$ cat src/inc/swb_regs.vh
// register offsets, field positions and reset values of the watermark/underrun/baud block
// Summary of operation
// - rx watermark event while enabled and rx level <= rx fill count
// - tx watermark event while enabled and tx level equals tx fill count
// - levels above the fifo capacity never produce a watermark match
// - level bit 2 exists from depth 8, bit 3 from 16, bit 4 at 32
// - on tx underrun with fill enable set, shift out the underrun word instead
// - 9-16 bit words use low register fully; 2-8 bit use its low byte
// - 25-32 bit words use high register fully; 17-24 bit use its low byte
// - serial clock is bus clock divided by twice (divisor plus one)
// - fill counts are six-bit occupancy counts, valid in enhanced buffer mode
// - tx underrun flag is cleared whenever the serial unit is disabled
`ifndef SWB_REGS_VH
`define SWB_REGS_VH
`define SWB_OFS_WMASK 12'h000
`define SWB_OFS_URLO 12'h004
`define SWB_OFS_URHI 12'h008
`define SWB_OFS_CTRL 12'h00c
`define SWB_OFS_DIV 12'h010
`define SWB_OFS_STAT 12'h014
`define SWB_OFS_IRQ_ST 12'h018
`define SWB_OFS_IRQ_MASK 12'h01c
`define SWB_RX_WATERMARK_IRQ_ENABLE_BIT 15
`define SWB_TX_WATERMARK_IRQ_ENABLE_BIT 7
`define SWB_CTRL_EN_BIT 0
`define SWB_CTRL_UNDERRUN_FILL_ENABLE_BIT 1
`define SWB_CTRL_ENH_BIT 2
`define SWB_CTRL_WLEN_LSB 8
`define SWB_IRQ_RXW 0
`define SWB_IRQ_TXW 1
`define SWB_IRQ_TUR 2
`define SWB_WMASK_RST 16'h0000
`define SWB_UR_RST 16'h0000
`define SWB_DIV_RST 13'h0000
`define SWB_CTRL_RST 16'h0000
`endif

$ cat src/rtl/swb_top.v
// apb register block: fifo watermarks, underrun fill word and serial clock divider
`timescale 1ns/1ps
`include "swb_regs.vh"
module swb_top #(
  parameter DEPTH = 32
) (
  input wire pclk,
  input wire presetn,
  input wire psel,
  input wire penable,
  input wire pwrite,
  input wire [11:0] paddr,
  input wire [31:0] pwdata,
  output reg [31:0] prdata,
  output wire pready,
  output wire pslverr,
  input wire [5:0] rx_fill_count,
  input wire [5:0] tx_fill_count,
  input wire tx_underrun_event,
  input wire [31:0] tx_buffer_word,
  output reg [31:0] tx_shift_word_r,
  output wire rx_watermark_event,
  output wire tx_watermark_event,
  output wire tx_underrun_flag,
  output wire serial_unit_enable,
  output wire [4:0] word_length_select,
  output wire sck,
  output wire irq
);
  reg [15:0] wmask_r;
  reg [15:0] ur_lo_r;
  reg [15:0] ur_hi_r;
  reg [15:0] ctrl_r;
  reg [12:0] div_r;
  reg tur_r;
  reg [2:0] irq_st_r;
  reg [2:0] irq_mask_r;
  wire wr;
  wire rd;
  wire [5:0] rx_lvl_impl;
  wire [5:0] tx_lvl_impl;
  wire enh_mode;
  wire underrun_fill_enable;
  wire [2:0] ev;
  wire [2:0] w1c;
  reg [31:0] fill_word;
  reg addr_ok;

  // single-cycle access phase, no wait states
  assign wr = psel & penable & pwrite;
  assign rd = psel & penable & ~pwrite;
  assign pready = 1'b1;
  assign pslverr = psel & penable & ~addr_ok;
  assign serial_unit_enable = ctrl_r[`SWB_CTRL_EN_BIT];
  assign underrun_fill_enable = ctrl_r[`SWB_CTRL_UNDERRUN_FILL_ENABLE_BIT];
  assign enh_mode = ctrl_r[`SWB_CTRL_ENH_BIT];
  assign word_length_select = ctrl_r[`SWB_CTRL_WLEN_LSB+4:`SWB_CTRL_WLEN_LSB];
  assign tx_underrun_flag = tur_r;

  // address decode
  always @* begin
    case (paddr)
      `SWB_OFS_WMASK, `SWB_OFS_URLO, `SWB_OFS_URHI, `SWB_OFS_CTRL,
      `SWB_OFS_DIV, `SWB_OFS_STAT, `SWB_OFS_IRQ_ST, `SWB_OFS_IRQ_MASK: addr_ok = 1'b1;
      default: addr_ok = 1'b0;
    endcase
  end

  // register writes
  always @(posedge pclk or negedge presetn) begin
    if (!presetn) begin
      wmask_r <= `SWB_WMASK_RST;
      ur_lo_r <= `SWB_UR_RST;
      ur_hi_r <= `SWB_UR_RST;
      ctrl_r <= `SWB_CTRL_RST;
      div_r <= `SWB_DIV_RST;
      irq_mask_r <= 3'h0;
    end else if (wr) begin
      case (paddr)
        `SWB_OFS_WMASK: wmask_r <= pwdata[15:0];
        `SWB_OFS_URLO: ur_lo_r <= pwdata[15:0];
        `SWB_OFS_URHI: ur_hi_r <= pwdata[15:0];
        `SWB_OFS_CTRL: ctrl_r <= {3'h0, pwdata[12:8], 5'h00, pwdata[2:0]};
        // divisor writes while enabled are accepted; result then undefined
        `SWB_OFS_DIV: div_r <= pwdata[12:0];
        `SWB_OFS_IRQ_MASK: irq_mask_r <= pwdata[2:0];
        default: ;
      endcase
    end
  end

  // watermark comparators
  swb_wm_cmp #(.DEPTH(DEPTH), .LE_MODE(1)) u_rx_cmp (
    .level(wmask_r[13:8]),
    .fill(rx_fill_count),
    .enable(wmask_r[`SWB_RX_WATERMARK_IRQ_ENABLE_BIT]),
    .valid_mode(enh_mode),
    .level_impl(rx_lvl_impl),
    .event_out(rx_watermark_event)
  );
  swb_wm_cmp #(.DEPTH(DEPTH), .LE_MODE(0)) u_tx_cmp (
    .level(wmask_r[5:0]),
    .fill(tx_fill_count),
    .enable(wmask_r[`SWB_TX_WATERMARK_IRQ_ENABLE_BIT]),
    .valid_mode(enh_mode),
    .level_impl(tx_lvl_impl),
    .event_out(tx_watermark_event)
  );

  // underrun flag set by the event, held until a one is written to stat bit 0, dropped while disabled
  always @(posedge pclk or negedge presetn) begin
    if (!presetn) begin
      tur_r <= 1'b0;
    end else if (!serial_unit_enable) begin
      tur_r <= 1'b0;
    end else if (tx_underrun_event) begin
      tur_r <= 1'b1;
    end else if (wr && paddr == `SWB_OFS_STAT && pwdata[0]) begin
      tur_r <= 1'b0;
    end
  end

  // fill word trimmed to the word length: 0 selects 32 bits
  always @* begin
    fill_word = 32'h0000_0000;
    if (word_length_select == 5'h00 || word_length_select >= 5'h19) begin
      fill_word = {ur_hi_r, ur_lo_r};
    end else if (word_length_select >= 5'h11) begin
      fill_word = {8'h00, ur_hi_r[7:0], ur_lo_r};
    end else if (word_length_select >= 5'h09) begin
      fill_word = {16'h0000, ur_lo_r};
    end else begin
      fill_word = {24'h000000, ur_lo_r[7:0]};
    end
  end

  // word handed to the shifter
  always @(posedge pclk or negedge presetn) begin
    if (!presetn) begin
      tx_shift_word_r <= 32'h0000_0000;
    end else if (tx_underrun_event && underrun_fill_enable) begin
      tx_shift_word_r <= fill_word;
    end else begin
      tx_shift_word_r <= tx_buffer_word;
    end
  end

  // serial clock
  swb_baud u_baud (
    .pclk(pclk),
    .presetn(presetn),
    .run(serial_unit_enable),
    .divisor(div_r),
    .sck_r(sck)
  );

  // sticky interrupt status, set beats write-one-to-clear
  assign ev = {tx_underrun_event & serial_unit_enable, tx_watermark_event, rx_watermark_event};
  assign w1c = (wr && paddr == `SWB_OFS_IRQ_ST) ? pwdata[2:0] : 3'h0;
  always @(posedge pclk or negedge presetn) begin
    if (!presetn) begin
      irq_st_r <= 3'h0;
    end else begin
      irq_st_r <= (irq_st_r & ~w1c) | ev;
    end
  end
  assign irq = |(irq_st_r & irq_mask_r);

  // read data registered at the end of the setup phase
  always @(posedge pclk or negedge presetn) begin
    if (!presetn) begin
      prdata <= 32'h0000_0000;
    end else if (psel && !penable && !pwrite) begin
      case (paddr)
        `SWB_OFS_WMASK: prdata <= {16'h0000, wmask_r[15], 1'b0, rx_lvl_impl, wmask_r[7], 1'b0, tx_lvl_impl};
        `SWB_OFS_URLO: prdata <= {16'h0000, ur_lo_r};
        `SWB_OFS_URHI: prdata <= {16'h0000, ur_hi_r};
        `SWB_OFS_CTRL: prdata <= {16'h0000, ctrl_r};
        `SWB_OFS_DIV: prdata <= {19'h00000, div_r};
        // fill counts sit above the flag byte so bit 0 stays the w1c underrun flag
        `SWB_OFS_STAT: prdata <= {8'h00, 2'b00, rx_fill_count, 2'b00, tx_fill_count, 7'h00, tur_r};
        `SWB_OFS_IRQ_ST: prdata <= {29'h0, irq_st_r};
        `SWB_OFS_IRQ_MASK: prdata <= {29'h0, irq_mask_r};
        default: prdata <= 32'h0000_0000;
      endcase
    end
  end
endmodule

$ cat src/rtl/swb_wm_cmp.v
// one watermark comparator with level bits trimmed to the fifo capacity
`timescale 1ns/1ps
module swb_wm_cmp #(
  parameter DEPTH = 32,
  parameter LE_MODE = 1
) (
  input wire [5:0] level,
  input wire [5:0] fill,
  input wire enable,
  input wire valid_mode,
  output wire [5:0] level_impl,
  output wire event_out
);
  // unimplemented level bits read as zero
  wire [5:0] keep;
  assign keep = {1'b1, (DEPTH >= 32), (DEPTH >= 16), (DEPTH >= 8), 2'b11};
  assign level_impl = level & keep;
  // out-of-range level never matches
  wire in_range;
  assign in_range = ({26'h0, level_impl} <= DEPTH);
  wire hit;
  assign hit = LE_MODE ? (level_impl <= fill) : (level_impl == fill);
  // purely combinational so it is evaluated every cycle
  assign event_out = enable & valid_mode & in_range & hit;
endmodule

$ cat src/rtl/swb_baud.v
// serial clock divider: toggles every divisor+1 bus clocks
`timescale 1ns/1ps
module swb_baud (
  input wire pclk,
  input wire presetn,
  input wire run,
  input wire [12:0] divisor,
  output reg sck_r
);
  reg [12:0] cnt_r;
  // half period of divisor+1 cycles gives pclk/(2*(div+1))
  always @(posedge pclk or negedge presetn) begin
    if (!presetn) begin
      cnt_r <= 13'h0000;
      sck_r <= 1'b0;
    end else if (!run) begin
      cnt_r <= 13'h0000;
      sck_r <= 1'b0;
    end else if (cnt_r >= divisor) begin
      cnt_r <= 13'h0000;
      sck_r <= ~sck_r;
    end else begin
      cnt_r <= cnt_r + 13'h0001;
    end
  end
endmodule

$ cat config.mk
export PLATFORM = sky130hd
export DESIGN_NAME = swb_top
export DESIGN_NICKNAME = d
export VERILOG_FILES = /design/src/rtl/swb_top.v /design/src/rtl/swb_wm_cmp.v /design/src/rtl/swb_baud.v
export VERILOG_INCLUDE_DIRS = /design/src /design/src/inc
export SDC_FILE = /design/constraint.sdc
export NUM_CORES = 1
export LEC_CHECK = 0
export ABC_AREA = 1
export BUFFER_PORTS_ARGS = -buffer_cell sky130_fd_sc_hd__buf_2
export CAP_MARGIN = 40
export CORE_UTILIZATION = 30
export DETAILED_ROUTE_END_ITERATION = 10
export PLACE_DENSITY = 0.48
export SYNTH_ARGS = -nofsm -noshare
export SYNTH_HDL_FRONTEND = slang
export SYNTH_SLANG_ARGS = --single-unit
$ cat constraint.sdc
create_clock -name pclk -period 1.7 [get_ports pclk]
set_clock_uncertainty 0.1 [all_clocks]
set_input_delay 0.17 -clock pclk [delete_from_list [all_inputs] [get_ports pclk]]
set_output_delay 0.17 -clock pclk [all_outputs]
set_load 0.02 [all_outputs]
==> impl_metrics.csv <==
group,metric,value,unit
hold_path,hp-start,"pwdata[5]",
hold_path,holdPathStages,3,
finish,instances_no_fill,1494,
synthesis,synth_top_area_cell,"dfrtp_1",
placement,dp_cells,1414,
placement,finalWeightedCongestion,0.8787,
worst_setup_path,path_buf_inv,2,
die,dieArea,25340,um2
grt,grt.total_usage,18.85,%
finish,diodes,0,
detailed_routing,route.vias.total,6654,
detailed_routing,drc_errors,0,
pwr,p_total,8289,uW
sta,period_needed,2.081,ns
grt,grt_max_degree,45,
sta,slew_violations,0,
worst_setup_path,cp.required,1.43,ns
die,die_w,159.2,um
synthesis,synth_xor_area_share,1.064,%
synthesis,synthMuxAreaShare,0,%
die,ioPinCount,171,
synthesis,synth-compound-area-share,8.712,%
outcome,violations,"setup timing",
detailed_routing,ant_nets,0,
worst_setup_path,path_delay_family,"flip-flops",
synthesis,synth-simple-area-share,30.32,%
pwr,powerDensity,815.0,nW/um2
grt,grt_pass1_vias,6556,
pwr,power.leakage,0.005278,uW
hold_path,min_to,"div_r[5]$_DFFE_PN0P_",
sta,finalSetupViolCount,3,
worst_setup_path,cp.arrival,1.81,ns
hold_path,hold_class,"in2reg",
die,die_y,159.2,um
clock_network,worstSkewPairLatency,0.43,ns
grt,antenna_found_initial,0,
detailed_routing,wirelength,22950,um
die,start_util,30.56,%
synthesis,synth_cells,928,
sta,fmax,480.6,MHz
finish,areaGrowthSynthToFinish,37.23,%
worst_setup_path,startpoint_type,"flop",
pwr,ir_drop,0.0004725,V
die,rows,57,
worst_setup_path,end_kind,"output port",
worst_setup_path,r2r_end,"u_baud.cnt_r[6]$_DFF_PN0_",
grt,gr-total-overflow,0,
placement,place_hpwl,17290,um
synthesis,yosys-top-cells-area,"dfrtp_1 48%, nand2_1 16%, nand3_1 6.0%",
detailed_routing,drt_iter0_drc,481,
sta,fin_crit_sh,122.4,%
clock_network,cts.path.max_buffers,2,
worst_setup_path,rr_worst_depth,8,
sta,setup_slack,-0.3807,ns
worst_setup_path,path_max_fanout,2,
placement,pre_cts_ws,-0.06087,ns
clock_network,clock-sinks,142,
synthesis,synth-adder-area-share,3.377,%
worst_setup_path,r2r-start,"u_baud.cnt_r[1]$_DFF_PN0_",
synthesis,ys_warn_count,0,
worst_setup_path,cp_slowest_cell,"dfrtp_1",
clock_network,cts_root_buffer,"clkbuf_16",
detailed_routing,wire_per_inst,15.36,um
finish,fillers,2496,
clock_network,cts_tree,"yes",
synthesis,synth_seq_area_share,47.95,%
worst_setup_path,crit_type,"reg2out",
clock_network,numCtsBuffers,17,
worst_setup_path,r2r_slack,-0.02,ns
sta,rsz0062_at_grt,"true",
sta,finalHoldViolCount,0,
synthesis,synth_top_area_share,47.95,%
synthesis,synth_top_family_by_area,"simple AND/OR/NAND/NOR gates",
worst_setup_path,slowest_delay,0.42,ns
synthesis,avgSynthCellArea,7.986,um2
finish,nets,1271,
clock_network,cts.reportedPaths.clkPinSlew,0.07,ns
grt,grt_pass1_wl,36510,um
run,drv_cap,0,
detailed_routing,firstDrtPassIters,5,
outcome,outcome,"finished with violations",
placement,portBuffers,143,
finish,drive_above_1_share,27.78,%
synthesis,synth_cell_type_count,35,
die,coreArea,24250,um2
worst_setup_path,cp.depth,7,
synthesis,syn_area,7411,um2
worst_setup_path,cp_cell_sequence,"ha_4, nand2_4, inv_2, nand3_2, nand3b_1, a21oi_2, buf_6",
detailed_routing,via_per_inst,4.454,
clock_network,htree_levels,4,
synthesis,ys_ff_latch,142,
[final cells by class]
cell class	instances	area (um2)	share of cell area [%]
Clock buffer	18	439.2	4.318
Clock inverter	14	229.0	2.251
Inverter	88	335.3	3.297
Multi-Input combinational cell	663	3475	34.17
Sequential cell	142	3553	34.94
Tap cell	324	405.4	3.986
Timing Repair Buffer	245	1733	17.04
[registers in the layout (all words and copies together) (netlist names)]
register and flops:
ur_hi_r 16, tx_underrun_flag 1, tx_shift_word_r 32, prdata 22
u_baud.cnt_r 13, wmask_r 14, irq_st_r 3, div_r 13
u_baud.sck_r 1, ur_lo_r 16, irq_mask_r 3, ctrl_r 8
[cell families after synthesis]
kind of cell,Yosys count
DFF,142
buffers and inverters,132
AOI/OAI and AO/OA,109
adders and majority gates,20
other,2
xor gates and xnor gates,9
and+or+nand+nor,514
[power breakdown]
part	switching [uW]	leakage, uW	internal, uW
registers	12.0	0.00190	3420
clock network	1580	0.000320	2670
logic	369	0.00306	236
total	1960	0.00528	6330
[per-stage QoR]
| step | area, um2 | util (%) | TNS (ns) | hold WS [ns] |
|---|---|---|---|---|
| global route | 10170 | 41.94 | -2.344 | 0.03816 |
| finish | 10170 | 41.94 | -0.6134 | 0.02989 |
| CTS | 9976 | 41.14 | -0.7646 | 0.01457 |
| detailed placement | 8785 | 36.23 | -0.4722 | -0.005859 |
| global placement | 8785 | 36.23 | -0.2270 | -0.01131 |
| floorplan | 7447 | - | 0 | -0.2256 |
[how the worst max path moves through the flow]
stage	start	end
finish	wmask_r[12]$_DFFE_PN0P_	rx_watermark_event
global route	wmask_r[13]$_DFFE_PN0P_	rx_watermark_event
CTS	wmask_r[13]$_DFFE_PN0P_	rx_watermark_event
detailed placement	div_r[4]$_DFFE_PN0P_	u_baud.cnt_r[11]$_DFF_PN0_
global placement	u_baud.cnt_r[4]$_DFF_PN0_	u_baud.cnt_r[11]$_DFF_PN0_
floorplan	wmask_r[13]$_DFFE_PN0P_	irq_st_r[0]$_DFF_PN0_
[placed cells by master, fill, tap and decap left out, drive strengths merged]
cell type / n
nand2: 316
clkbuf: 18
dfrtp: 142
clkinvlp: 2
xnor2: 2
ha: 20
dlygate4sd3: 45
clkinv: 3
nand3b: 3
and3: 2
o211ai: 1
nor2: 85
o21bai: 1
o21a: 1
xor2: 7
nor4: 1
nand3: 91
nand4: 11
a21oi: 10
o21ai: 95
a211oi: 1
buf: 200
inv: 92
nor3: 4
and2: 1
bufinv: 5
conb: 11
[synth_stat cells, drive strengths merged]
master,count
nand2,316
dfrtp,142
o21ai,95
nand3,91
inv,88
nor2,85
buf,35
ha,20
nand4,11
a21oi,10
clkbuf,9
xor2,7
nor3,4
nand3b,3
and3,2
conb,2
xnor2,2
a211oi,1
and2,1
nor4,1
o211ai,1
o21a,1
o21bai,1
[worst min-delay path, cell delays in order]
cell and delay, ns:
buf_2 0.07, inv_1 0.12, o21ai_2 0.15
[what timing repair did]
| item | CTS | global route |
|---|---|---|
| buffers inserted | 1 | 2 |
| pin swaps | 8 | 15 |
| hold endpoints to repair | 194 | 0 |
| setup endpoints to repair | 15 | 25 |
| hold buffers | 45 | 0 |
| resized for setup | 12 | 48 |
[per-layer routing]
layer | vias up | routed length [um] | GRT usage, %
li1 | 3399 | - | -
met1 | 3068 | 11190 | 26.32
met2 | 168 | 10400 | 29.43
met3 | 19 | 986 | 3.282
met4 | 0 | 373 | 6.381
met5 | - | 0 | 0
No activity file was read; power rests on OpenSTA's default activity.
